## config.mk

```make
export PLATFORM = sky130hd
export DESIGN_NAME = mcu_sysctl
export DESIGN_NICKNAME = d
export VERILOG_FILES = /design/src/mcu_sysctl_pkg.sv /design/src/mcu_sysctl.sv
export VERILOG_INCLUDE_DIRS = /design/src /design/src/src
export SDC_FILE = /design/constraint.sdc
export NUM_CORES = 1
export LEC_CHECK = 0
export BUFFER_PORTS_ARGS = -buffer_cell sky130_fd_sc_hd__buf_4
export CAP_MARGIN = 10
export CORE_MARGIN = 10
export CORE_UTILIZATION = 30
export CTS_CLUSTER_DIAMETER = 100
export DETAILED_ROUTE_END_ITERATION = 16
export PLACE_DENSITY = 0.48
export SYNTH_ARGS = -nofsm -noshare
export SYNTH_HDL_FRONTEND = slang
export SYNTH_SLANG_ARGS = --single-unit
```

## constraint.sdc

```tcl
create_clock -name pclk -period 2.5 [get_ports pclk]
set_input_delay 0.125 -clock pclk [delete_from_list [all_inputs] [get_ports pclk]]
set_output_delay 0.125 -clock pclk [all_outputs]
set_load 0.01 [all_outputs]
```

## src/mcu_sysctl_params.svh

```systemverilog
// timing counts, offsets, field positions and reset values of the system control block
`ifndef MCU_SYSCTL_PARAMS_SVH
`define MCU_SYSCTL_PARAMS_SVH
`define PCLK_PS         8000
`define RST_FILT_NS     40
`define RST_FILT_CYC    ((`RST_FILT_NS * 1000 + `PCLK_PS - 1) / `PCLK_PS)
`define RST_SAMPLES     2'h2
`define OFF_POWER_CONTROL_REGISTER        8'h00
`define OFF_SP          8'h04
`define OFF_PORTS       8'h08
`define OFF_SERIAL_BUFFER        8'h0c
`define OFF_BUS         8'h10
`define OFF_STAT        8'h14
`define POWER_CONTROL_REGISTER_IDLE       0
`define POWER_CONTROL_REGISTER_PD         1
`define POWER_CONTROL_REGISTER_KEEP_MASK  8'h10
`define PORT_RST        8'hff
`define SP_RST          8'h07
`define BUS_GO          31
`define SLOT_LAST       4'hb
`define SLOT_ADDR_LAST  4'h2
`define SLOT_ALE_A      4'h1
`define SLOT_ALE_B      4'h7
`define SLOT_PROGRAM_STORE_STROBE_FIRST 4'h3
`define SLOT_PROGRAM_STORE_STROBE_LAST  4'h5
`define SLOT_WDATA      4'h5
`define SLOT_STRB       4'h6
`define SLOT_RST        4'h9
`endif

```

## src/mcu_sysctl_pkg.sv

```systemverilog
// types shared by the system control block
package mcu_sysctl_pkg;
   typedef enum logic [2:0] {
      ST_IDLE  = 3'b001,
      ST_WAIT  = 3'b010,
      ST_CYCLE = 3'b100
   } bus_state_t;
   typedef enum logic [1:0] {
      KIND_FETCH = 2'h0,
      KIND_CODE  = 2'h1,
      KIND_DRD   = 2'h2,
      KIND_DWR   = 2'h3
   } bus_kind_t;
   typedef struct packed {
      bus_kind_t   kind;
      logic [15:0] addr;
      logic [7:0]  wdata;
   } bus_req_t;
endpackage

```

## src/mcu_sysctl.sv

```systemverilog
// clock division, power modes, reset sampling and external bus strobes
`timescale 1ns/10ps
`include "mcu_sysctl_params.svh"
module mcu_sysctl
   import mcu_sysctl_pkg::*;
(
   input  wire logic        pclk,            // system clock 125 MHz
   input  wire logic        presetn,         // power-on reset, async
   input  wire logic        psel,            // apb select
   input  wire logic        penable,         // apb enable
   input  wire logic        pwrite,          // apb direction
   input  wire logic [7:0]  paddr,           // apb byte address
   input  wire logic [31:0] pwdata,          // apb write data
   output logic      [31:0] prdata,          // apb read data
   output logic             pready,          // apb ready
   output logic             pslverr,         // apb error
   input  wire logic        osc_in,          // oscillator input pin
   input  wire logic        rst_in,          // reset pin, active high
   input  wire logic        fetch_sel_n,     // external fetch select pin
   input  wire logic        irq_wake,        // interrupt taken
   input  wire logic [7:0]  low_port_in,     // low port pin level
   output logic      [7:0]  low_port_out,    // low port drive value
   output logic             low_port_oe_n,   // low port drive enable
   output logic      [7:0]  high_port_out,   // high address port
   output logic             ale_out,         // address latch strobe
   output logic             ale_oe_n,        // latch strobe drive enable
   output logic             program_store_strobe_n_out,      // program store strobe
   output logic             program_store_strobe_oe_n,       // program strobe drive enable
   output logic             wr_strobe_n,     // data write strobe
   output logic             rd_strobe_n,     // data read strobe
   output logic             core_clk_en,     // core clock enable pulse
   output logic             periph_clk_en,   // peripheral clock enable pulse
   output logic             in_reset         // device held in reset
);

   // synchronisers; stage 0 feeds only stage 1
   logic [2:0]       osc_sync_r;
   logic [1:0]       rst_sync_r;
   logic [1:0]       ea_sync_r;
   logic [7:0]       low_s0_r;
   logic [7:0]       low_s1_r;
   logic [3:0]       slot_r;
   logic [2:0]       filt_cnt_r;
   logic             rst_filt_r;
   logic [1:0]       rst_cnt_r;
   logic             in_reset_r;
   logic [7:0]       power_control_register_r;
   logic [7:0]       power_control_register_nxt;
   logic [7:0]       sp_r;
   logic [7:0]       port_r [0:3];
   logic [7:0]       serial_buffer_r;
   bus_state_t       state_r;
   bus_state_t       state_nxt;
   bus_req_t         req_r;
   logic [7:0]       rdata_r;
   logic             fetch_err_r;
   logic             pready_r;

   always_ff @(posedge pclk or negedge presetn) begin
      if (!presetn) begin
         osc_sync_r <= 3'h0;
         rst_sync_r <= 2'h0;
         ea_sync_r  <= 2'h0;
         low_s0_r   <= 8'h00;
         low_s1_r   <= 8'h00;
      end else begin
         osc_sync_r <= {osc_sync_r[1:0], osc_in};
         rst_sync_r <= {rst_sync_r[0], rst_in};
         ea_sync_r  <= {ea_sync_r[0], fetch_sel_n};
         low_s0_r   <= low_port_in;
         low_s1_r   <= low_s0_r;
      end
   end

   // one tick per oscillator rise outside power-down; a halted oscillator simply stops ticks
   wire osc_tick  = osc_sync_r[1] & ~osc_sync_r[2] & ~power_control_register_r[`POWER_CONTROL_REGISTER_PD];
   wire slot_end  = slot_r == `SLOT_LAST;
   wire cyc_end   = osc_tick & slot_end;
   wire rst_smp   = osc_tick & (slot_r == `SLOT_RST);

   // twelve oscillator phases per machine cycle, held while stopped
   always_ff @(posedge pclk or negedge presetn) begin
      if (!presetn) begin
         slot_r <= 4'h0;
      end else if (osc_tick) begin
         slot_r <= slot_end ? 4'h0 : slot_r + 4'h1;
      end
   end

   // deglitch: level must stand for the filter time before it counts
   wire filt_done = filt_cnt_r == 3'(`RST_FILT_CYC - 1);
   always_ff @(posedge pclk or negedge presetn) begin
      if (!presetn) begin
         filt_cnt_r <= 3'h0;
         rst_filt_r <= 1'b0;
      end else if (rst_sync_r[1] == rst_filt_r) begin
         filt_cnt_r <= 3'h0;
      end else if (filt_done) begin
         filt_cnt_r <= 3'h0;
         rst_filt_r <= rst_sync_r[1];
      end else begin
         filt_cnt_r <= filt_cnt_r + 3'h1;
      end
   end

   // two consecutive late-phase samples high before reset takes hold
   wire [1:0] rst_cnt_inc = (rst_cnt_r == `RST_SAMPLES) ? rst_cnt_r : rst_cnt_r + 2'h1;
   always_ff @(posedge pclk or negedge presetn) begin
      if (!presetn) begin
         rst_cnt_r  <= 2'h0;
         in_reset_r <= 1'b0;
      end else if (rst_smp) begin
         rst_cnt_r  <= rst_filt_r ? rst_cnt_inc : 2'h0;
         in_reset_r <= rst_filt_r & (rst_cnt_inc == `RST_SAMPLES);
      end
   end

   // apb decode; each access waits one cycle so read data is registered
   wire acc      = psel & penable & pready_r;
   wire sel_power_control_register = paddr == `OFF_POWER_CONTROL_REGISTER;
   wire sel_sp   = paddr == `OFF_SP;
   wire sel_port = paddr == `OFF_PORTS;
   wire sel_serial_buffer = paddr == `OFF_SERIAL_BUFFER;
   wire sel_bus  = paddr == `OFF_BUS;
   wire sel_stat = paddr == `OFF_STAT;
   wire hit      = sel_power_control_register | sel_sp | sel_port | sel_serial_buffer | sel_bus | sel_stat;
   wire wr_acc   = acc & pwrite;
   wire [31:0] stat_word = {16'h0000, rdata_r, 2'h0, fetch_err_r, ea_sync_r[1],
                            power_control_register_r[`POWER_CONTROL_REGISTER_PD], power_control_register_r[`POWER_CONTROL_REGISTER_IDLE], in_reset_r,
                            state_r != ST_IDLE};
   wire [31:0] port_word = {port_r[3], port_r[2], port_r[1], port_r[0]};
   wire [31:0] rd_mux = sel_power_control_register ? {24'h00_0000, power_control_register_r} :
                        sel_sp   ? {24'h00_0000, sp_r} :
                        sel_port ? port_word :
                        sel_serial_buffer ? {24'h00_0000, serial_buffer_r} :
                        sel_bus  ? {6'h00, req_r} :
                        sel_stat ? stat_word : 32'h0000_0000;

   always_ff @(posedge pclk or negedge presetn) begin
      if (!presetn) begin
         pready_r <= 1'b0;
         prdata   <= 32'h0000_0000;
         pslverr  <= 1'b0;
      end else begin
         pready_r <= psel & penable & ~pready_r;
         prdata   <= rd_mux;
         pslverr  <= psel & penable & ~pready_r & ~hit;
      end
   end
   assign pready = pready_r;

   // power control: interrupt ends idle, filtered reset ends power-down
   always_comb begin
      power_control_register_nxt = power_control_register_r;
      if (irq_wake) power_control_register_nxt[`POWER_CONTROL_REGISTER_IDLE] = 1'b0;
      if (rst_filt_r) power_control_register_nxt[`POWER_CONTROL_REGISTER_PD] = 1'b0;
      if (wr_acc & sel_power_control_register) power_control_register_nxt = pwdata[7:0];
   end

   always_ff @(posedge pclk or negedge presetn) begin
      if (!presetn) begin
         power_control_register_r <= 8'h00;
      end else if (in_reset_r) begin
         power_control_register_r <= power_control_register_r & `POWER_CONTROL_REGISTER_KEEP_MASK;
      end else begin
         power_control_register_r <= power_control_register_nxt;
      end
   end

   // stack pointer and serial buffer; serial buffer ignores pin reset
   always_ff @(posedge pclk or negedge presetn) begin
      if (!presetn) begin
         sp_r   <= `SP_RST;
         serial_buffer_r <= 8'h00;
      end else begin
         if (in_reset_r) sp_r <= `SP_RST;
         else if (wr_acc & sel_sp) sp_r <= pwdata[7:0];
         if (wr_acc & sel_serial_buffer) serial_buffer_r <= pwdata[7:0];
      end
   end

   // port latches, all ones after either reset
   genvar gi;
   generate
      for (gi = 0; gi < 4; gi++) begin : g_port
         always_ff @(posedge pclk or negedge presetn) begin
            if (!presetn) begin
               port_r[gi] <= `PORT_RST;
            end else if (in_reset_r) begin
               port_r[gi] <= `PORT_RST;
            end else if (wr_acc & sel_port) begin
               port_r[gi] <= pwdata[8*gi +: 8];
            end
         end
      end
   endgenerate

   // bus request: fetch kinds refused unless fetch select is low
   wire       go_wr   = wr_acc & sel_bus & pwdata[`BUS_GO] & (state_r == ST_IDLE);
   wire       go_prog = pwdata[25:24] == KIND_FETCH || pwdata[25:24] == KIND_CODE;
   wire       go_ok   = go_wr & ~in_reset_r & ~(go_prog & ea_sync_r[1]);
   wire       in_cyc  = state_r == ST_CYCLE;
   wire       is_prog = req_r.kind == KIND_FETCH || req_r.kind == KIND_CODE;
   wire       is_rd   = req_r.kind == KIND_DRD;
   wire       is_wr   = req_r.kind == KIND_DWR;

   always_comb begin
      state_nxt = state_r;
      unique case (state_r)
         ST_IDLE:  if (go_ok) state_nxt = ST_WAIT;
         ST_WAIT:  if (cyc_end) state_nxt = ST_CYCLE;
         ST_CYCLE: if (cyc_end) state_nxt = ST_IDLE;
         default:  state_nxt = ST_IDLE;
      endcase
      if (in_reset_r) state_nxt = ST_IDLE;
   end

   // capture points: end of program strobe, end of read strobe
   wire cap_prog = in_cyc & is_prog & osc_tick & (slot_r == `SLOT_PROGRAM_STORE_STROBE_LAST);
   wire cap_rd   = in_cyc & is_rd & cyc_end;

   always_ff @(posedge pclk or negedge presetn) begin
      if (!presetn) begin
         state_r     <= ST_IDLE;
         req_r       <= '0;
         rdata_r     <= 8'h00;
         fetch_err_r <= 1'b0;
      end else begin
         state_r <= state_nxt;
         if (go_ok) req_r <= {bus_kind_t'(pwdata[25:24]), pwdata[15:0], pwdata[23:16]};
         if (cap_prog | cap_rd) rdata_r <= low_s1_r;
         if (go_wr & go_prog & ea_sync_r[1]) fetch_err_r <= 1'b1;
         else if (go_ok) fetch_err_r <= 1'b0;
      end
   end

   // strobe timing from the phase slot
   wire in_addr   = slot_r <= `SLOT_ADDR_LAST;
   wire ale_a     = slot_r == `SLOT_ALE_A || slot_r == `SLOT_ALE_A + 4'h1;
   wire ale_b     = slot_r == `SLOT_ALE_B || slot_r == `SLOT_ALE_B + 4'h1;
   wire skip_b    = in_cyc & (is_rd | is_wr);
   wire ale_nxt   = ale_a | (ale_b & ~skip_b);
   wire program_store_strobe_on   = in_cyc & is_prog & slot_r >= `SLOT_PROGRAM_STORE_STROBE_FIRST
                    & slot_r <= `SLOT_PROGRAM_STORE_STROBE_LAST;
   wire strb_on   = in_cyc & slot_r >= `SLOT_STRB;
   wire drive_lo  = in_cyc & (in_addr | (is_wr & slot_r >= `SLOT_WDATA));

   // all pin outputs registered; latch and program strobes released to the pull-up in reset
   always_ff @(posedge pclk or negedge presetn) begin
      if (!presetn) begin
         ale_out       <= 1'b1;
         ale_oe_n      <= 1'b1;
         program_store_strobe_n_out    <= 1'b1;
         program_store_strobe_oe_n     <= 1'b1;
         low_port_out  <= 8'h00;
         low_port_oe_n <= 1'b1;
         high_port_out <= `PORT_RST;
         wr_strobe_n   <= 1'b1;
         rd_strobe_n   <= 1'b1;
      end else begin
         ale_out       <= in_reset_r | ale_nxt;
         ale_oe_n      <= in_reset_r;
         program_store_strobe_n_out    <= ~program_store_strobe_on;
         program_store_strobe_oe_n     <= in_reset_r;
         low_port_out  <= in_addr ? req_r.addr[7:0] : req_r.wdata;
         low_port_oe_n <= ~drive_lo;
         high_port_out <= in_cyc ? req_r.addr[15:8] : port_r[2];
         wr_strobe_n   <= (strb_on & is_wr) ? 1'b0 : port_r[3][6];
         rd_strobe_n   <= (strb_on & is_rd) ? 1'b0 : port_r[3][7];
      end
   end

   // every second oscillator tick; idle gates the core only
   always_ff @(posedge pclk or negedge presetn) begin
      if (!presetn) begin
         core_clk_en   <= 1'b0;
         periph_clk_en <= 1'b0;
         in_reset      <= 1'b0;
      end else begin
         core_clk_en   <= osc_tick & slot_r[0] & ~power_control_register_r[`POWER_CONTROL_REGISTER_IDLE];
         periph_clk_en <= osc_tick & slot_r[0];
         in_reset      <= in_reset_r;
      end
   end
endmodule

```

Yosys cells after proc, flatten, opt, wreduce, memory -nomap -nowiden
Cells that the tools add are included.

word-level totals
  bits of input ports = 57
  output and inout bits = 60
  bits in registers = 187

operators by class
  $lt $le $gt $ge = 5
  bitwise operators = 59
  muxes and demuxes = 36
  add/subtract/negate cells = 3
  eq/ne operators = 27
  reductions and logical operators = 16

operators by type and width
  operator             number
  $mux 8               14
  $mux 32              3
  $mux 26              2
  $and 1x1->1          38
  $mux 3               6
  $eq 8x4->1 const B   2
  $eq 8x5->1 const B   2
  $mux 16              1
  $eq 4x4->1 const B   3
  $not 1->1            11
  $or 1x1->1           10
  $ne 3x3->1 const B   3
  $pmux 3 s3           1
  $eq 2x2->1 const B   4
  $eq 4x3->1 const B   2
  $eq 8x3->1 const B   1
  $ge 4x3->1 const B   2
  $logic_not 8->1      1
  $reduce_bool 2->1    4
  $eq 3x3->1 const B   2
  $mux 1               6
  $reduce_bool 3->1    2
  $add 4x1->4 const B  1
  $eq 2x1->1 const B   2
  other kinds (17)     23

Longest topological paths before layout
Gate-level depths: netlist of the first run.

  depth in word-level cells = 11
  gate-level depth with buffers = 7

Least setup slack after synthesis of the first run
Ideal clock, no wire load.

  path type = register to register
  start = reg state_r[0]
  end = reg req_r[10] in the netlist's numbering
  arrival = 1929 ps
  setup time = 127 ps
  stages on the path, launching flop included = 8
  clock period less this slack = 2057 ps
  path slack = 443 ps
  path through = dfstp_2 -> or3b_1 -> clkbuf_2 -> nor3_2 -> and4_1 -> buf_4 -> buf_8 -> mux2_1

between the ends
  cells in the longest elaborated chain, start to end = 4

RTL lines
  element                   line               source
  start, declared           mcu_sysctl.sv:52   bus_state_t state_r;
  start signal, assigned    mcu_sysctl.sv:229  state_r <= state_nxt;
  $eq 3x1->1                mcu_sysctl.sv:199  wire go_wr = wr_acc & sel_bus & pwdata[`BUS_GO] & (state_r == ST_IDLE);
  $and 1x1->1               mcu_sysctl.sv:199
  $and 1x1->1 (2 in a row)  mcu_sysctl.sv:201  wire go_ok = go_wr & ~in_reset_r & ~(go_prog & ea_sync_r[1]);
  end signal, assigned      mcu_sysctl.sv:230  if (go_ok) req_r <= {bus_kind_t'(pwdata[25:24]), pwdata[15:0], pwdata[23:16]};
  end, declared             mcu_sysctl.sv:54   bus_req_t req_r;

Every way passes these cells.
A chain may end at the register's enable or synchronous reset.

Worst setup path in the final report of the first run
  start = reg state_r[0]
  end = reg req_r[3] in the netlist's numbering

Same word-level chain as after synthesis.

==> results of run 1 <==
[metal layers]
metal	wire, um	share of wire [%]	vias up
li1	-	-	2544
met3	772	3.7	21
met1	9710	47	2709
met4	389	1.9	0
met5	0	0	-
met2	9960	48	118
[stage by stage]
| step | hold WS (ns) | worst slack, ns |
|---|---|---|
| 3_5_place_dp | 0.148 | 0.256 |
| 3_3_place_gp | 0.142 | 0.269 |
| 4_1_cts | 0.00344 | 0.246 |
| 2_1_floorplan | -0.171 | 0.443 |
| 6_report | 0.0170 | 0.253 |
| 5_1_grt | 0.0226 | 0.143 |
[cells in the mapped netlist (3+ instances only)]
master                     count  area (um^2)
sky130_fd_sc_hd__a21o_1       11         82.6
sky130_fd_sc_hd__a21oi_1      18         90.1
sky130_fd_sc_hd__a22o_1       20          175
sky130_fd_sc_hd__a22oi_1       4         30.0
sky130_fd_sc_hd__a31oi_1       5         31.3
sky130_fd_sc_hd__and2_1        5         31.3
sky130_fd_sc_hd__and3_1       10         62.6
sky130_fd_sc_hd__buf_2         9         45.0
sky130_fd_sc_hd__buf_4         5         37.5
sky130_fd_sc_hd__clkbuf_1     14         52.6
sky130_fd_sc_hd__dfrtp_1     136         3400
sky130_fd_sc_hd__dfstp_2      50         1310
sky130_fd_sc_hd__ha_1          8          100
sky130_fd_sc_hd__inv_1        11         41.3
sky130_fd_sc_hd__mux2_1       20          225
sky130_fd_sc_hd__mux2_2       43          484
sky130_fd_sc_hd__mux2i_1      11          110
sky130_fd_sc_hd__nand2_1      27          101
sky130_fd_sc_hd__nand2b_1      5         31.3
sky130_fd_sc_hd__nand3_1      18         90.1
sky130_fd_sc_hd__nand4_1       3         18.8
sky130_fd_sc_hd__nor2_1       86          323
sky130_fd_sc_hd__nor2b_1       9         56.3
sky130_fd_sc_hd__nor3_1        5         25.0
sky130_fd_sc_hd__o21ai_0      21          105
sky130_fd_sc_hd__o21ai_1      19         95.1
sky130_fd_sc_hd__o22ai_1       6         37.5
sky130_fd_sc_hd__o31ai_1       4         30.0
sky130_fd_sc_hd__or3_1         3         18.8
[repair_timing]
action                                 CTS  global route
endpoints found under the hold margin  128             0
hold buffers                            47             0
setup buffers                            0             0
[registers in the layout (all words and copies together), names as in the netlist, 2 cells and up]
name / count
osc_sync_r: 3
prdata: 32
slot_r: 4
sp_r: 8
state_r: 3
req_r: 26
serial_buffer_r: 8
port_r: 32
high_port_out: 8
rdata_r: 8
rst_cnt_r: 2
low_s1_r: 8
filt_cnt_r: 3
low_s0_r: 8
low_port_out: 8
rst_sync_r: 2
ea_sync_r: 2
power_control_register_r: 8
[path summary, 6_finish.rpt]
path,slack (ns),startpoint,cells after the start,to
max,0.25,state_r[0]$_DFFE_PN1P_,5,req_r[3]$_DFFE_PN0P_
min,0.02,pwdata[31],3,port_r[7]$_DFFE_PN1P_
max reg2reg,0.25,state_r[0]$_DFFE_PN1P_,5,req_r[3]$_DFFE_PN0P_
min reg2reg,0.35,low_s0_r[3]$_DFF_PN0_,0,low_s1_r[3]$_DFF_PN0_
max in group asynchronous,1.46,presetn,3,port_r[5]$_DFFE_PN1P_
min in group asynchronous,0.25,presetn,2,low_s0_r[5]$_DFF_PN0_
[critical path, cell delays in order, from the launching register on]
cell                      delay [ns]
sky130_fd_sc_hd__dfstp_2        0.56
sky130_fd_sc_hd__or3b_1         0.48
sky130_fd_sc_hd__nor3_2         0.23
sky130_fd_sc_hd__and4_1         0.25
sky130_fd_sc_hd__buf_4          0.25
sky130_fd_sc_hd__mux2_1         0.36
[layout make-up]
cell class              instances  area share, %
clock buffers                  19           4.44
clock inverters                13           1.34
inverters                      11          0.413
multi-input cells             397           27.1
flip-flops and latches        186           47.2
well taps                     330           4.13
repair buffers                183           15.4
[logic make-up after synthesis]
kind of cell	count (synthesis)	share of synthesized area [%]
xor+xnor	2	0.229
mux	74	10.7
buf+inv	44	2.87
simple gates	188	12.3
fa+ha+maj	8	1.31
compound gates	125	10.8
flops	186	61.8
[power breakdown]
group          internal, mW  switching (mW)
Sequential             3.12           0.110
Combinational         0.344           0.391
Clock                  1.43            1.22
Total                  4.90            1.72
==> flow_summary.toml, run 1 <==
[run_status]
status = "complete, no violations"

[global_route]
grt_util_met3_pct = 2.89
global_route.overflow_total = 0
grt_use_met2_pct = 21.0
grt-busiest-layer = "met2"
first_global_vias = 5852
grt_first_pass_wirelength_um = 33600
largest_net_degree_at_the_start_of_global_routing = 63
gr-usage-all-layers_pct = 13.0
grt_antenna_before_repair = 0
gr-usage-met1_pct = 16.9

[clocking]
clkTransAtPathRegs_ns = 0.07
cts.root.buffer_cell = "sky130_fd_sc_hd__clkbuf_16"
clock_latency_on_the_worst_skew_pair_ns = 0.43
clock_tree_from_tritoncts = "done"
cts_num_sinks = 186
max_h_tree_level = 4
cts_buffers = 17
number_of_buffers_between_clock_root_and_the_deepest_sink = 2
ctsResizeCount = 0

[drt]
pre_repair_dr_iteration_count = 4
drt-initial-drc-count = 294
vias_per_cell = 4.73
detail-route-antenna-nets = 0
routed_wl_um = 20800
post-route-drc-count = 0
avgRoutedWirePerCell_um = 18.3
vias = 5392

[timing]
slew_headroom_pct = 57.9
worst_pin_slew_ns = 0.627
finalWorstPathRequiredPeriod_ns = 2.25
grt_setup_unrepaired = "false"
report.final.setup_viol = 0
clock_skew_ns = 0.00929
final_min_period_over_clock_period_pct = 89.9
report.final.slew_viol_count = 0
setup-tns-final_ns = 0
maxClockFrequency_ghz = 0.445
final_hold_viol_count = 0

[layout]
commonest_cells_after_routing_fill_and_taps_aside = "136 x sky130_fd_sc_hd__dfrtp_1, 132 x sky130_fd_sc_hd__buf_4, 86 x sky130_fd_sc_hd__nor2_1"
antenna_cells_inserted = 0
ratio_of_cells_with_drive_above_1_in_the_final_layout_pct = 33.3
multi_input_area_um2 = 2700
synthToLayoutAreaGrowth_pct = 30.7
register_area_um2 = 4720
post_layout_nonfiller_instances = 1139
design_area_um2 = 9990
mostFrequentLayoutCell = "sky130_fd_sc_hd__dfrtp_1"
fillCellCount = 2458
share_of_the_core_filled_with_cells_in_the_final_layout_pct = 39.8
design.final.nets = 861

[die]
dieArea_um2 = 32200
start_util_pct = 30.4
die_width_um = 180
io-pin-count = 117
placementRows = 58
chipHeight_um = 180
fp.coreArea_um2 = 25100

[synthesis]
yosysWarningCount = 0
synth_area_um2 = 7640
synth_edf_count = 0
dominantRegCellSynth = "sky130_fd_sc_hd__dfrtp_1"
yosys.cell_types.count = 60
synth_sequential_area_ratio_pct = 61.8
synth_nets = 692
asyncSetResetFlopFracSynth_pct = 100
synth-seq-cells = 186
synth_area_per_cell_um2 = 12.2
synth_cells = 627

[place]
place.gp.congestion = 0.858
final_hpwl_from_detailed_placement_um = 15100
placed_cells_incl_taps = 1060
place.port_buffers = 116
post_dp_cell_area_um2 = 8940

[power]
power.density_cell_area_nw_per_um2 = 662
design_power_total_mw = 6.61
ir_drop_mv = 0.348
cellLeakagePower_nw = 4.80

[critical_path]
worstPathRequired_ns = 2.81
worstSetupEndpointType = "register"
crit_path_category = "register to register"
arrival_time_of_data_at_the_critical_path_endpoint_ns = 2.56
timing.critical_path.from_type = "register"
critPathMaxFanout = 15

[worst_hold_path]
hold_path_class = "input port to register"

[run]
drv_cap = 0
Power figures use the tool's default switching activity.
==> run 2: changes to the inputs <==
Settings changed: PLACE_DENSITY 0.48 to 0.49.
Clock period 2.5 ns to 1.8 ns, I/O delays scaled along.
==> run 2 against run 1 <==
The flow now finishes with violations (setup timing). Hold slack gained 0.11 ns. Sequential power grew 37%. Largest power group unchanged. Largest cell class unchanged. First-iteration DRC count grew 30%. Sequential cell count is the same. Critical path type unchanged. Critical path depth is the same. Combinational power grew 63%. Register-to-register slack lost 0.37 ns. Worst setup slack lost 0.37 ns.
==> flow_summary.toml, run 2 (synthesis gave the netlist of run 1 again) <==
[run_status]
status = "complete, but fails checks"
failed_checks = "setup timing"

[drt]
vias_per_cell = 4.76
detail-route-antenna-nets = 0
drt-initial-drc-count = 383
avgRoutedWirePerCell_um = 18.2
routed_wl_um = 21300
pre_repair_dr_iteration_count = 5
vias = 5567
post-route-drc-count = 0

[layout]
synthToLayoutAreaGrowth_pct = 35.2
commonest_cells_after_routing_fill_and_taps_aside = "160 x sky130_fd_sc_hd__buf_4, 136 x sky130_fd_sc_hd__dfrtp_1, 86 x sky130_fd_sc_hd__nor2_1"
design.final.nets = 892
design_area_um2 = 10300
share_of_the_core_filled_with_cells_in_the_final_layout_pct = 41.1
antenna_cells_inserted = 0
reg_top3 = "port_r: 32 flops, prdata: 32 flops, req_r: 26 flops"
mostFrequentLayoutCell = "sky130_fd_sc_hd__buf_4"
post_layout_nonfiller_instances = 1170
ratio_of_cells_with_drive_above_1_in_the_final_layout_pct = 37.9

[place]
place_worst_setup_slack_ns = -0.141
place.gp.congestion = 0.869
post_dp_cell_area_um2 = 9240
final_hpwl_from_detailed_placement_um = 15400
placed_cells_incl_taps = 1091
place.port_buffers = 116

[die]
start_util_pct = 30.4
chipHeight_um = 180
fp.coreArea_um2 = 25100
dieArea_um2 = 32200
placementRows = 58
io-pin-count = 117
die_width_um = 180

[timing]
clock_skew_ns = 0.0104
report.final.setup_viol = 25
layout_setup_ws_ns = -0.118
grt_setup_unrepaired = "true"
maxClockFrequency_ghz = 0.521
report.final.slew_viol_count = 0
final_min_period_over_clock_period_pct = 107
final_hold_viol_count = 0
setup-tns-final_ns = -2.11
finalWorstPathRequiredPeriod_ns = 1.92
slew_headroom_pct = 73.2
worst_pin_slew_ns = 0.402
final_layout_worst_hold_slack_ns = 0.130

[global_route]
first_global_vias = 5897
grt_first_pass_wirelength_um = 34000
gr-usage-all-layers_pct = 13.1
largest_net_degree_at_the_start_of_global_routing = 64
grt_antenna_before_repair = 0
global_route.overflow_total = 0

[power]
design_power_total_mw = 9.37
ir_drop_mv = 0.610
cellLeakagePower_nw = 4.96
power.density_cell_area_nw_per_um2 = 907

[clocking]
clkTransAtPathRegs_ns = 0.07
cts_buffers = 17
clock_tree_from_tritoncts = "done"
max_h_tree_level = 4
cts.repair_timing.setup_buffer_count = 0
cts_num_sinks = 186
cts.root.buffer_cell = "sky130_fd_sc_hd__clkbuf_16"
number_of_buffers_between_clock_root_and_the_deepest_sink = 2
clock_latency_on_the_worst_skew_pair_ns = 0.43

[critical_path]
reg2regPathDepth = 5
arrival_time_of_data_at_the_critical_path_endpoint_ns = 2.24
critPathMaxFanout = 18
crit_path_category = "register to register"
worstPathRequired_ns = 2.12
timing.critical_path.from_type = "register"
worstSetupEndpointType = "register"

[run]
drv_cap = 0

[worst_hold_path]
timing.hold.worst_path_depth = 3
hold_path_class = "input port to register"
[run 2: cell types whose count changed in the layout (fill, tap and decap cells not counted), sizes merged]
cell | before | now
clkbuf | 20 | 18
buf | 135 | 166
clkinv | 2 | 6
clkinvlp | 4 | 2
[run 2: power breakdown]
group	internal [mW]	total (mW)	switching [mW]
Combinational	0.571	1.20	0.629
Sequential	4.34	4.44	0.102
Clock	1.97	3.73	1.77
Total	6.87	9.37	2.50
[run 2: critical path: stages, from the launching register on]
cell and delay, ns:
sky130_fd_sc_hd__dfstp_2 0.53, sky130_fd_sc_hd__or3b_4 0.39, sky130_fd_sc_hd__nor3_4 0.11, sky130_fd_sc_hd__and4_4 0.26
sky130_fd_sc_hd__buf_12 0.17, sky130_fd_sc_hd__mux2_2 0.34
[run 2: area by class of cell]
| cell class | instances | area [um^2] |
|---|---|---|
| clock inverters | 15 | 161 |
| multi-input cells | 397 | 2770 |
| flip-flops and latches | 186 | 4720 |
| fillers | 2395 | 14800 |
| inverters | 11 | 41.3 |
| clock buffers | 17 | 425 |
| well taps | 330 | 413 |
| repair buffers | 214 | 1800 |
[run 2: final timing paths]
| kind | start | end | slack [ns] |
|---|---|---|---|
| worst max-delay path | state_r[0]$_DFFE_PN1P_ | req_r[23]$_DFFE_PN0P_ | -0.12 |
| worst min-delay path | paddr[1] | pslverr$_DFF_PN0_ | 0.13 |
| worst max register to register | state_r[0]$_DFFE_PN1P_ | req_r[23]$_DFFE_PN0P_ | -0.12 |
| worst min register to register | rst_sync_r[0]$_DFF_PN0_ | rst_sync_r[1]$_DFF_PN0_ | 0.35 |
| max in group asynchronous | presetn | prdata[13]$_DFF_PN0_ | 0.93 |
| min in group asynchronous | presetn | prdata[4]$_DFF_PN0_ | 0.14 |
[run 2: layer usage]
layer  track usage (%)  vias up  part of all wire (%)
met5                 0        -                     0
met4              4.00        0                   1.7
met3              2.91       19                   4.1
met2              21.3      152                    48
met1              17.0     2791                    46
li1                  -     2605                     -
[run 2: what timing repair did]
item	4_1_cts	5_1_grt
pin swaps	0	0
gates cloned	0	0
setup endpoints to repair	33	27
resized for setup	4	5
hold buffers	47	0
endpoints found under the hold margin	177	0
